### src/core/pio_pkg.sv
// constants for the parallel port block
package pio_pkg;
  localparam int PIO_AW = 4;
  localparam int PIO_DW = 8;
  localparam logic [3:0] PIO_OFS_PORT1_DATA = 4'h0;
  localparam logic [3:0] PIO_OFS_PORT2_DATA = 4'h1;
  localparam logic [3:0] PIO_OFS_PORT3_DATA = 4'h2;
  localparam logic [3:0] PIO_OFS_INPUT_DATA = 4'h3;
  localparam logic [3:0] PIO_OFS_PORT1_DIR = 4'h4;
  localparam logic [3:0] PIO_OFS_PORT2_DIR = 4'h5;
  localparam logic [3:0] PIO_OFS_PORT3_DIR = 4'h6;
  localparam logic [3:0] PIO_OFS_CLKOUT_CTL = 4'h7;
  localparam logic [3:0] PIO_OFS_CONV_CTL = 4'h9;
  localparam logic [7:0] PIO_DIR_RESET = 8'h00;
  localparam logic [7:0] PIO_CTL_RESET = 8'h00;
  localparam logic [7:0] PIO_ZERO = 8'h00;
  localparam int PIO_CLKOUT_BIT = 3;
  localparam int PIO_CONV_ON_BIT = 5;
  localparam int PIO_CLK_PIN = 2;
  localparam logic [7:0] PIO_CLKOUT_CTL_MASK = 8'h0F;
  localparam logic [7:0] PIO_CONV_CTL_MASK = 8'hEF;
endpackage : pio_pkg

### src/core/pio_top.sv
// parallel port block: three bidirectional ports and one input port
// What this block does
// - three 8-bit bidirectional ports, per-line direction, one 8-bit input port.
// - direction bit one drives the pin, zero makes it an input.
// - reset clears all direction registers, pins start as inputs.
// - reset leaves the port data latches untouched.
// - data writes always load the latch; pin driven only when direction one, or on third port pin two while clock select is set.
// - data read gives pin for input lines, latch for output lines.
// - direction registers read back the value last written.
// - clock select drives CPU clock on third port pin two, forced output.
// - clock select bit 3 cleared by reset, kept through stop and wait.
// - converter on makes input pins analog, else plain digital inputs.
// - reset clears converter on, input port starts digital.
// - input port data readable any time, returning pin levels.
// - open-drain emulation by toggling direction with latch at zero.
`timescale 1ns/1ps
module pio_top
  import pio_pkg::*;
(
  // clock and reset
  input wire logic CORE_CLK_I,
  input wire logic RST_N_I,
  // register port
  input wire logic [3:0] ADDR_I,
  input wire logic [7:0] WDATA_I,
  input wire logic WR_I,
  input wire logic RD_I,
  output logic [7:0] RDATA_O,
  // first port pins
  input wire logic [7:0] PORT1_PIN_I,
  output logic [7:0] PORT1_PIN_O,
  output logic [7:0] PORT1_PIN_OE_O,
  // second port pins
  input wire logic [7:0] PORT2_PIN_I,
  output logic [7:0] PORT2_PIN_O,
  output logic [7:0] PORT2_PIN_OE_O,
  // third port pins
  input wire logic [7:0] PORT3_PIN_I,
  output logic [7:0] PORT3_PIN_O,
  output logic [7:0] PORT3_PIN_OE_O,
  // input-only port, converter and clock-out control hookup
  input wire logic [7:0] INPUT_PORT_PINS_I,
  output logic CONVERTER_ON_O,
  output logic [7:0] CONV_CTL_O,
  output logic [7:0] CLKOUT_CTL_O
);
  logic [7:0] clkout_ctl_reg;
  logic [7:0] conv_ctl_reg;
  logic [7:0] in_sync1_reg;
  logic [7:0] in_sync2_reg;
  logic [7:0] rdata_reg;
  logic [7:0] rdata_next;
  logic [7:0] p1_data, p2_data, p3_data;
  logic [7:0] p1_dir, p2_dir, p3_dir;
  logic [7:0] p3_pin;
  logic [7:0] p3_force;
  logic clk_sel;

  assign clk_sel = clkout_ctl_reg[PIO_CLKOUT_BIT];

  // control registers; no stop or wait input touches them
  always_ff @(posedge CORE_CLK_I or negedge RST_N_I)
  begin
    if (!RST_N_I)
    begin
      clkout_ctl_reg <= PIO_CTL_RESET;
    end
    else if (WR_I && ADDR_I == PIO_OFS_CLKOUT_CTL)
    begin
      clkout_ctl_reg <= WDATA_I & PIO_CLKOUT_CTL_MASK;
    end
  end

  always_ff @(posedge CORE_CLK_I or negedge RST_N_I)
  begin
    if (!RST_N_I)
    begin
      conv_ctl_reg <= PIO_CTL_RESET;
    end
    else if (WR_I && ADDR_I == PIO_OFS_CONV_CTL)
    begin
      conv_ctl_reg <= WDATA_I & PIO_CONV_CTL_MASK;
    end
  end

  assign CONVERTER_ON_O = conv_ctl_reg[PIO_CONV_ON_BIT];
  assign CONV_CTL_O = conv_ctl_reg;
  assign CLKOUT_CTL_O = clkout_ctl_reg;

  // input-only port synchroniser
  always_ff @(posedge CORE_CLK_I or negedge RST_N_I)
  begin
    if (!RST_N_I)
    begin
      in_sync1_reg <= PIO_ZERO;
      in_sync2_reg <= PIO_ZERO;
    end
    else
    begin
      in_sync1_reg <= INPUT_PORT_PINS_I;
      in_sync2_reg <= in_sync1_reg;
    end
  end

  // three bidirectional ports
  pio_port u_port1 (
    .clk_i(CORE_CLK_I),
    .rst_n_i(RST_N_I),
    .data_we_i(WR_I && ADDR_I == PIO_OFS_PORT1_DATA),
    .dir_we_i(WR_I && ADDR_I == PIO_OFS_PORT1_DIR),
    .wdata_i(WDATA_I),
    .dir_force_i(PIO_ZERO),
    .data_rd_o(p1_data),
    .dir_rd_o(p1_dir),
    .pin_i(PORT1_PIN_I),
    .pin_o(PORT1_PIN_O),
    .pin_oe_o(PORT1_PIN_OE_O)
  );

  pio_port u_port2 (
    .clk_i(CORE_CLK_I),
    .rst_n_i(RST_N_I),
    .data_we_i(WR_I && ADDR_I == PIO_OFS_PORT2_DATA),
    .dir_we_i(WR_I && ADDR_I == PIO_OFS_PORT2_DIR),
    .wdata_i(WDATA_I),
    .dir_force_i(PIO_ZERO),
    .data_rd_o(p2_data),
    .dir_rd_o(p2_dir),
    .pin_i(PORT2_PIN_I),
    .pin_o(PORT2_PIN_O),
    .pin_oe_o(PORT2_PIN_OE_O)
  );

  always_comb
  begin
    p3_force = PIO_ZERO;
    p3_force[PIO_CLK_PIN] = clk_sel;
  end

  pio_port u_port3 (
    .clk_i(CORE_CLK_I),
    .rst_n_i(RST_N_I),
    .data_we_i(WR_I && ADDR_I == PIO_OFS_PORT3_DATA),
    .dir_we_i(WR_I && ADDR_I == PIO_OFS_PORT3_DIR),
    .wdata_i(WDATA_I),
    .dir_force_i(p3_force),
    .data_rd_o(p3_data),
    .dir_rd_o(p3_dir),
    .pin_i(PORT3_PIN_I),
    .pin_o(p3_pin),
    .pin_oe_o(PORT3_PIN_OE_O)
  );

  // pin two carries the core clock when selected
  always_comb
  begin
    PORT3_PIN_O = p3_pin;
    PORT3_PIN_O[PIO_CLK_PIN] = clk_sel ? CORE_CLK_I : p3_pin[PIO_CLK_PIN];
  end

  // read mux, unmapped reads zero
  always_comb
  begin
    rdata_next = PIO_ZERO;
    unique case (ADDR_I)
      PIO_OFS_PORT1_DATA: rdata_next = p1_data;
      PIO_OFS_PORT2_DATA: rdata_next = p2_data;
      PIO_OFS_PORT3_DATA: rdata_next = p3_data;
      PIO_OFS_INPUT_DATA: rdata_next = in_sync2_reg;
      PIO_OFS_PORT1_DIR: rdata_next = p1_dir;
      PIO_OFS_PORT2_DIR: rdata_next = p2_dir;
      PIO_OFS_PORT3_DIR: rdata_next = p3_dir;
      PIO_OFS_CLKOUT_CTL: rdata_next = clkout_ctl_reg;
      PIO_OFS_CONV_CTL: rdata_next = conv_ctl_reg;
      default: rdata_next = PIO_ZERO;
    endcase
  end

  always_ff @(posedge CORE_CLK_I or negedge RST_N_I)
  begin
    if (!RST_N_I)
    begin
      rdata_reg <= PIO_ZERO;
    end
    else if (RD_I)
    begin
      rdata_reg <= rdata_next;
    end
    else
    begin
      rdata_reg <= PIO_ZERO;
    end
  end

  assign RDATA_O = rdata_reg;
endmodule : pio_top

### src/core/pio_port.sv
// one bidirectional 8-bit port: latch, direction and read mux
`timescale 1ns/1ps
module pio_port
  import pio_pkg::*;
(
  // clock and reset
  input wire logic clk_i,
  input wire logic rst_n_i,
  // register access
  input wire logic data_we_i,
  input wire logic dir_we_i,
  input wire logic [7:0] wdata_i,
  input wire logic [7:0] dir_force_i,
  output logic [7:0] data_rd_o,
  output logic [7:0] dir_rd_o,
  // pins
  input wire logic [7:0] pin_i,
  output logic [7:0] pin_o,
  output logic [7:0] pin_oe_o
);
  logic [7:0] latch_reg;
  logic [7:0] dir_reg;
  logic [7:0] sync1_reg;
  logic [7:0] sync2_reg;
  logic [7:0] eff_dir;

  // latch has no reset
  always_ff @(posedge clk_i)
  begin
    if (data_we_i)
    begin
      latch_reg <= wdata_i;
    end
  end

  always_ff @(posedge clk_i or negedge rst_n_i)
  begin
    if (!rst_n_i)
    begin
      dir_reg <= PIO_DIR_RESET;
    end
    else if (dir_we_i)
    begin
      dir_reg <= wdata_i;
    end
  end

  // pin synchroniser
  always_ff @(posedge clk_i or negedge rst_n_i)
  begin
    if (!rst_n_i)
    begin
      sync1_reg <= PIO_ZERO;
      sync2_reg <= PIO_ZERO;
    end
    else
    begin
      sync1_reg <= pin_i;
      sync2_reg <= sync1_reg;
    end
  end

  assign eff_dir = dir_reg | dir_force_i;
  assign pin_oe_o = eff_dir;
  assign pin_o = latch_reg;
  assign dir_rd_o = dir_reg;

  // per-bit read select
  genvar g;
  generate
    for (g = 0; g < 8; g++)
    begin : g_rd
      assign data_rd_o[g] = eff_dir[g] ? latch_reg[g] : sync2_reg[g];
    end
  endgenerate
endmodule : pio_port

### config.mk
export PLATFORM = sky130hd
export DESIGN_NAME = pio_top
export DESIGN_NICKNAME = d
export VERILOG_FILES = /design/src/core/pio_pkg.sv /design/src/core/pio_top.sv /design/src/core/pio_port.sv
export SDC_FILE = /design/constraint.sdc
export NUM_CORES = 1
export LEC_CHECK = 0
export ABC_AREA = 1
export BUFFER_PORTS_ARGS = -buffer_cell sky130_fd_sc_hd__buf_4
export CAP_MARGIN = 20
export CORE_MARGIN = 5
export CORE_UTILIZATION = 35
export DETAILED_ROUTE_END_ITERATION = 8
export GPL_TIMING_DRIVEN = 0
export HOLD_SLACK_MARGIN = 0.15
export PLACE_DENSITY = 0.61
export SLEW_MARGIN = 40
export SYNTH_ARGS = -nofsm -noshare
export SYNTH_HDL_FRONTEND = slang
export SYNTH_HIERARCHICAL = 1
export SYNTH_SLANG_ARGS = --single-unit
### constraint.sdc
create_clock -name CORE_CLK_I -period 2.1 [get_ports CORE_CLK_I]
set_input_delay 0.21 -clock CORE_CLK_I [delete_from_list [all_inputs] [get_ports CORE_CLK_I]]
set_output_delay 0.21 -clock CORE_CLK_I [all_outputs]
set_load 0.02 [all_outputs]
=== Yosys cells after proc, flatten, opt, wreduce, memory -nomap -nowiden ===
Cells that the tools add are included.

* Bits in registers: 131
* Input port bits: 48
* Output and inout bits: 73
* Word-level logic and storage cells: 62

* Eq/ne operators: 8
* Mux-type cells: 27
* Bitwise operators: 1
* Reductions and logical operators: 9

{| class="wikitable"
|+ Operator list
! kind !! number
|-
| one-hot mux 8 bit (9 select lines) || 1
|-
| two-way mux 1 bit || 25
|-
| equality test 4 x 3 -> 1 bit, second input constant || 4
|-
| equality test 4 x 2 -> 1 bit, second input constant || 2
|-
| logical AND 1 bit || 8
|-
| two-way mux 8 bit || 1
|-
| bitwise OR 8 x 3 -> 8 bit || 1
|-
| equality test 4 x 1 -> 1 bit, second input constant || 1
|-
| equality test 4 bit, second input constant || 1
|-
| logical NOT 4 bit || 1
|}

=== Logic depth before layout (Yosys ltp) ===
Gate-level depths: netlist of the first run.

* Word-level depth: 4
* Gate-level depth with buffers: 9
* Depth with buffers taken out: 9

=== Modules after synthesis ===
The synthesis of the first run kept the hierarchy.

{| class="wikitable"
|+ Modules (own cells, without submodules)
! module !! times used !! cells an instance !! area an instance (µm²) !! sequential area each (µm²)
|-
| pio_port || 3 || 97 || 1112.3 || 840.8
|-
| pio_top || 1 || 244 || 1891.8 || 875.8
|}

==> reports/results.tsv, run 1 <==
metric	value	unit
vias_per_cell	4.460	
fin_crit	1783	ps
antenna_cells	0	
grt_util_all_layers	17.09	%
async_flop_share	81.68	%
post_cts_buffers	0	
cp.arrival	1940	ps
dr.pass1.iters	5	
netlist_top_cells_count	nand2_1 (117), dfrtp_1 (107), nand3_1 (71)	
finalMaxSlewViolations	0	
synth_area_leaders	dfrtp_1 (51%), edfxtp_1 (14%), nand2_1 (8.4%), nand3_1 (6.8%), o21ai_0 (5.0%)	
antenna_found_initial	0	
drive_above_1_share	23.46	%
final_antenna_net_count	0	
power_density	943.1	nW/um^2
maxSlewHeadroom	59.44	%
clock_skew	11.08	ps
worstPathRequired	2260	ps
tns	0	ps
place_congestion	0.8494	
synth_top_area_share	51.21	%
cp-start-kind	input port	
syn-instance-count	535	
route.detailed.drc	0	
wl_met1	5.768	mm
reg2reg_slack	850	ps
yosysMostFrequentCell	nand2_1	
power.internal	5.302	mW
p_switching	1.903	mW
reg2reg_depth	8	
fin_crit_sh	84.89	%
synth_ff_type	dfrtp_1	
p_clk_share	43.0	%
leakage	3.730	nW
fmax	0.5610	GHz
p_seq_share	42.1	%
core	14590	um^2
start_util	35.84	%
yosysSeqAreaShare	64.99	%
drv_cap	0	
grt_pass1_wl	23.16	mm
ioPinCount	121	
status	finished clean	
layout.nets	816	
top_layer_used	met4	
vias	4299	
reg2reg_from	u_port1/dir_rd_o[7]	
synth.avg_cell_area	9.773	um^2
ys_warn_count	6	
cts_tree	done	
worstMarginPinSlew	607.8	ps
path_clk_slew	60	ps
area_growth	46.11	%
ys_types	20	
portBuffers	115	
wl_met3	1.168	mm
clock_latency	540	ps
setup_viol	0	
rsz0062_at_grt	false	
met2WireLength	6.949	mm
dpl.hpwl	10.02	mm
rows	44	
path_class	input port to flip-flop	
hold_viol_final	0	
die_area	17480	um^2
grt_pass1_vias	4520	
crit_end	u_port2/pin_o[7]	
dieWidth	132.2	um
reg2reg_to	RDATA_O[7]	
drt-wirelength-per-cell	14.66	um
startpoint	ADDR_I[2]	
synth_area_leader_cell	dfrtp_1	
path_max_fanout	10	
grt_overflow_total	0	
ir_worst_vdd	0.6156	mV
grt_max_degree	108	
synth-edff-count	24	
drtIter0Drc	272	
die_h	132.2	um
power.share.switching	26.41	%
fin_util	52.37	%
mappedNetlistArea	5229	um^2
p_comb_share	14.9	%
critical_path.endpoint_type	flip-flop	
hold_class	input port to flip-flop	
synth_seq_cells	131	
wl	14.13	mm
[worst min path at each step]
stage	start	endpoint	slack, ps	cells past startpoint
floorplan	RST_N_I	CLKOUT_CTL_O[0]	-90	0
global placement	PORT1_PIN_I[4]	u_port1/sync1_reg[4]	320	1
detailed placement	PORT3_PIN_I[4]	u_port3/sync1_reg[4]	320	1
CTS	ADDR_I[3]	CONV_CTL_O[0]	170	6
global route	ADDR_I[3]	CONV_CTL_O[7]	170	5
finish	ADDR_I[3]	CONV_CTL_O[5]	150	5
[timing repair]
action | 4_1_cts | 5_1_grt
gates resized for setup | 0 | 0
endpoints found under the hold margin | 206 | 0
hold buffers | 46 | 0
setup endpoints to repair | 0 | 3
[layer usage]
metal / track usage [%] / vias to the layer above
li1: - / 2115
met1: 20.73 / 2006
met2: 27.32 / 157
met3: 6.450 / 21
met4: 7.353 / 0
met5: 0 / -
[power groups by stage]
stage | registers (mW) | clock network [mW] | logic, mW
2_1_floorplan | 3.08 | 0.0150 | 0.473
3_3_place_gp | 3.06 | 0.0246 | 0.987
3_5_place_dp | 3.07 | 0.0246 | 1.01
4_1_cts | 3.03 | 3.18 | 1.08
5_1_grt | 3.07 | 3.29 | 1.19
6_report | 3.03 | 3.10 | 1.07
[kinds of logic (layout without fill, tap and decap cells)]
family | count (synthesis) | after routing | share of synthesized area (%)
simple gates | 252 | 252 | 20.82
compound gates | 61 | 61 | 6.126
other cells | 1 | 51 | 0.07172
buf+inv | 90 | 285 | 7.992
flops | 131 | 131 | 64.99
[area by class of cell]
class | instances | area [um^2]
Buffer | 19 | 151.4
Clock buffer | 30 | 591.8
Clock inverter | 5 | 52.55
Fill cell | 1290 | 6949
Inverter | 71 | 266.5
Multi-Input combinational cell | 364 | 1608
Sequential cell | 131 | 3398
Tap cell | 184 | 230.2
Timing Repair Buffer | 160 | 1341
[stage by stage]
stage | hold WS, ps | cells | worst slack [ps] | total power, mW | instance area [um^2]
after global routing | 170.8 | 964 | 240.5 | 7.555 | 7640
after floorplan | -85.59 | 585 | 660.0 | 3.572 | 5416
after CTS | 169.6 | 964 | 41.72 | 7.290 | 7622
after global placement | 319.6 | 884 | 27.70 | 4.075 | 6510
final | 153.8 | 964 | 317.4 | 7.205 | 7640
after detailed placement | 320.6 | 884 | 296.0 | 4.107 | 6525
[worst max-delay path, stage by stage]
cell	delay (ps)
dlygate4sd3_1	550
buf_4	160
nor2_4	200
buf_2	260
nand2_1	90
nor2_2	480
[placed cells by master (no fill, tap or decap)]
cell | netlist | routed
inv_1 | 68 | 68
buf_6 | 5 | 5
o21ai_0 | 52 | 52
a21oi_1 | 5 | 5
buf_16 | 0 | 1
bufinv_16 | 0 | 1
nor2_2 | 1 | 4
dlygate4sd3_1 | 0 | 45
inv_2 | 2 | 2
and3_1 | 1 | 1
buf_2 | 4 | 4
buf_8 | 0 | 1
o21ai_2 | 4 | 4
edfxtp_1 | 24 | 24
nor2_4 | 5 | 5
clkinvlp_4 | 0 | 1
clkbuf_16 | 0 | 20
clkbuf_1 | 0 | 4
nand3_1 | 71 | 71
nand2_2 | 2 | 2
nand3_2 | 1 | 1
nor2_1 | 54 | 51
clkinv_1 | 1 | 1
dfrtp_1 | 107 | 107
conb_1 | 1 | 51
buf_4 | 10 | 124
clkbuf_8 | 0 | 5
nand2_1 | 117 | 117
clkinv_2 | 0 | 3
(Power assumes the default switching activity.)
==> run 2: changes to the inputs <==
--- a/config.mk
+++ b/config.mk
@@ -5,7 +5,7 @@
 export SDC_FILE = /design/constraint.sdc
 export NUM_CORES = 1
 export LEC_CHECK = 0
-export ABC_AREA = 1
+export ABC_AREA = 0
 export BUFFER_PORTS_ARGS = -buffer_cell sky130_fd_sc_hd__buf_4
 export CAP_MARGIN = 20
 export CORE_MARGIN = 5
==> constraint.sdc (replaced) <==
create_clock -name CORE_CLK_I -period 1.7 [get_ports CORE_CLK_I]
set_input_delay 0.17 -clock CORE_CLK_I [delete_from_list [all_inputs] [get_ports CORE_CLK_I]]
set_output_delay 0.17 -clock CORE_CLK_I [all_outputs]
set_load 0.02 [all_outputs]
==> run 2 against run 1 <==
Net effect: the flow now finishes with violations (setup timing); clock power grew 15%; sequential cell count is the same; area after synthesis shrank 1.7%; combinational power grew 43%; first-iteration DRC count shrank 61%; setup slack lost 560 ps; critical path type is now flip-flop to flip-flop; largest power group is now sequential cells.
==> reports/results.tsv, run 2 <==
metric	value	unit	change
status	finished, violations left		was finished clean
failed_checks	setup timing		
ys_types	40		was 20
async_flop_share	81.68	%	unchanged
cts_tree	done		unchanged
holdWs	152.6	ps	was 153.8 ps
clock_latency	530	ps	was 540 ps
rows	44		unchanged
synth-compound-area-share	5.401	%	was 6.126%
drtIter0Drc	107		was 272
ys_warn_count	6		unchanged
die_h	131.2	um	was 132.2 um
fmax	0.5147	GHz	
dpl.hpwl	9.007	mm	was 10.02 mm
layout_commonest_cell	buf_4		unchanged
grt_pass1_vias	3661		was 4520
route.detailed.drc	0		unchanged
clock_skew	7.077	ps	was 11.08 ps
synth_seq_cells	131		unchanged
power_density	1179	nW/um^2	was 943.1 nW/um^2
yosysSeqAreaShare	66.08	%	was 64.99%
ir_worst_vdd	0.7161	mV	was 0.6156 mV
dieWidth	131.2	um	was 132.2 um
maxSlewHeadroom	50.27	%	was 59.44%
vias	3366		was 4299
path_class	flip-flop to flip-flop		was input port to flip-flop
cp-start-kind	flip-flop		was input port
die_area	17220	um^2	was 17480 um^2
synth-edff-count	24		unchanged
core	14480	um^2	was 14590 um^2
path_clk_slew	50	ps	was 60 ps
worstPathRequired	2100	ps	was 2260 ps
start_util	35.52	%	was 35.84%
antenna_cells	0		unchanged
grt_util_all_layers	15.93	%	was 17.09%
hold_viol_final	0		unchanged
portBuffers	114		was 115
setup_slack	-242.7	ps	was 317.4 ps
dr.pass1.iters	4		was 5
rsz0062_at_grt	true		was false
synth_ff_type	dfrtp_1		unchanged
grt_max_degree	108		unchanged
grt_overflow_total	0		unchanged
drv_cap	0		unchanged
hold_class	input port to asynchronous set/reset pin		was input port to flip-flop
synth_xor_area_share	0	%	unchanged
leakage	3.393	nW	was 3.730 nW
area_growth	44.89	%	was 46.11%
wl	13.40	mm	was 14.13 mm
fin_crit	1943	ps	
worstMarginPinSlew	745.1	ps	was 607.8 ps
layout.nets	583		was 816
synth_area_leader_cell	dfrtp_1		unchanged
synth_area_leaders	dfrtp_1 (52%), edfxtp_1 (14%), mux2_4 (7.0%), mux2_2 (5.7%), or2_4 (4.1%)		was dfrtp_1 (51%), edfxtp_1 (14%), nand2_1 (8.4%), nand3_1 (6.8%), o21ai_0 (5.0%)
dp_cells	651		was 884
antenna_found_initial	0		unchanged
layout_common_cells	buf_4 (124), dfrtp_1 (107), dlygate4sd3_1 (43), conb_1 (28)		was buf_4 (124), nand2_1 (117), dfrtp_1 (107), nand3_1 (71), inv_1 (68)
netlist_top_cells_count	dfrtp_1 (107), mux2_2 (26), edfxtp_1 (24), mux2_4 (24), or2_4 (24)		was nand2_1 (117), dfrtp_1 (107), nand3_1 (71)
ioPinCount	121		unchanged
stdcell_count	732		was 964
final_antenna_net_count	0		unchanged
synth.avg_cell_area	15.87	um^2	was 9.773 um^2
fin_crit_sh	114.3	%	
place_congestion	0.8194		was 0.8494
setup_viol	1		was 0
synth_top_family_by_area	multiplexers		was simple AND/OR/NAND/NOR gates
vias_per_cell	4.598		was 4.460
critical_path.endpoint_type	flip-flop		unchanged
cp.arrival	2340	ps	was 1940 ps
yosysMostFrequentCell	dfrtp_1		was nand2_1
synth_top_area_share	52.07	%	was 51.21%
grt_pass1_wl	20.96	mm	was 23.16 mm
synth_mux_area_share	17.91	%	was 0%
synth-simple-area-share	8.589	%	was 20.82%
path_max_fanout	2		was 10
drive_above_1_share	44.89	%	was 23.46%
syn-instance-count	324		was 535
drt-wirelength-per-cell	18.30	um	was 14.66 um
mappedNetlistArea	5142	um^2	was 5229 um^2
synth_fa_ha_area_share	0	%	unchanged
finalMaxSlewViolations	0		unchanged
## run 2: cell types whose count changed in the layout (fill, tap and decap cells not counted), moves of 11 or more
cell,delta
a22oi_1,+11
conb_1,-23
inv_1,-67
mux2_1,+12
mux2_2,+25
mux2_4,+25
mux2i_1,+11
nand2_1,-113
nand3_1,-71
nor2_1,-42
o21ai_0,-51
or2_4,+24
## run 2: cell type report
class / count / area (um^2)
fill: 1233 / 7028
sequential: 131 / 3398
multi-input combinational: 203 / 1784
timing repair buffer: 161 / 1344
clock buffer: 30 / 561.8
tap: 184 / 230.2
buffer: 16 / 96.34
clock inverter: 6 / 32.53
inverter: 1 / 3.754
## run 2: metal layers
layer  up-vias  GRT usage (%)  wire length (um)
met5         -              0                 0
li1       1563              -                 -
met2        97          25.00              6547
met1      1692          20.41              5893
met3        14          5.313               763
met4         0          6.293               195
## run 2: report_power, final
group / switching, mW / total, mW / internal (mW)
sequential: 0.200 / 3.70 / 3.50
clock: 1.32 / 3.57 / 2.25
combinational: 0.705 / 1.53 / 0.821
total: 2.22 / 8.79 / 6.56
## run 2: kinds of logic after synthesis
kind of cell    Yosys count
mux                      74
compound gates           38
buf+inv                  17
flops                   131
other cells               1
simple gates             63
## run 2: final timing paths
check | startpoint | to | slack [ps] | depth (start not counted)
max | u_port2/dir_rd_o[1] | RDATA_O[1] | -240 | 6
min | RST_N_I | u_port1/sync1_reg[2] | 150 | 2
max reg2reg | u_port2/dir_rd_o[1] | RDATA_O[1] | -240 | 6
min reg2reg | u_port2/sync1_reg[3] | u_port2/sync2_reg[3] | 340 | 0
max in group asynchronous | RST_N_I | u_port2/sync2_reg[7] | 940 | 3
min in group CORE_CLK_I | ADDR_I[2] | RDATA_O[4] | 200 | 3
## run 2: what timing repair did
item,4_1_cts,5_1_grt
pin swaps,3,3
buffers inserted,2,0
gates resized for setup,1,2
hold buffers,43,0
endpoints found under the setup margin,2,4
hold endpoints to repair,203,0
## run 2: critical path, stage by stage, from the launching register on
cell and delay, ps:
dfrtp_1 380, or2_4 240, mux2_4 300, mux4_2 480, nor2b_4 150, a2111oi_4 190
nor2_1 80
## run 2: metrics by stage
step	setup WS [ps]	TNS [ps]	power [mW]	cell area, um^2	util (%)
2_1_floorplan	-73.83	-73.83	4.594	5251	-
3_3_place_gp	-1211	-17310	5.183	6337	43.77
3_5_place_dp	-361.0	-4895	5.220	6370	43.99
4_1_cts	-268.2	-268.2	8.900	7407	51.16
5_1_grt	-326.5	-499.9	9.180	7451	51.46
6_report	-242.7	-242.7	8.788	7451	51.46
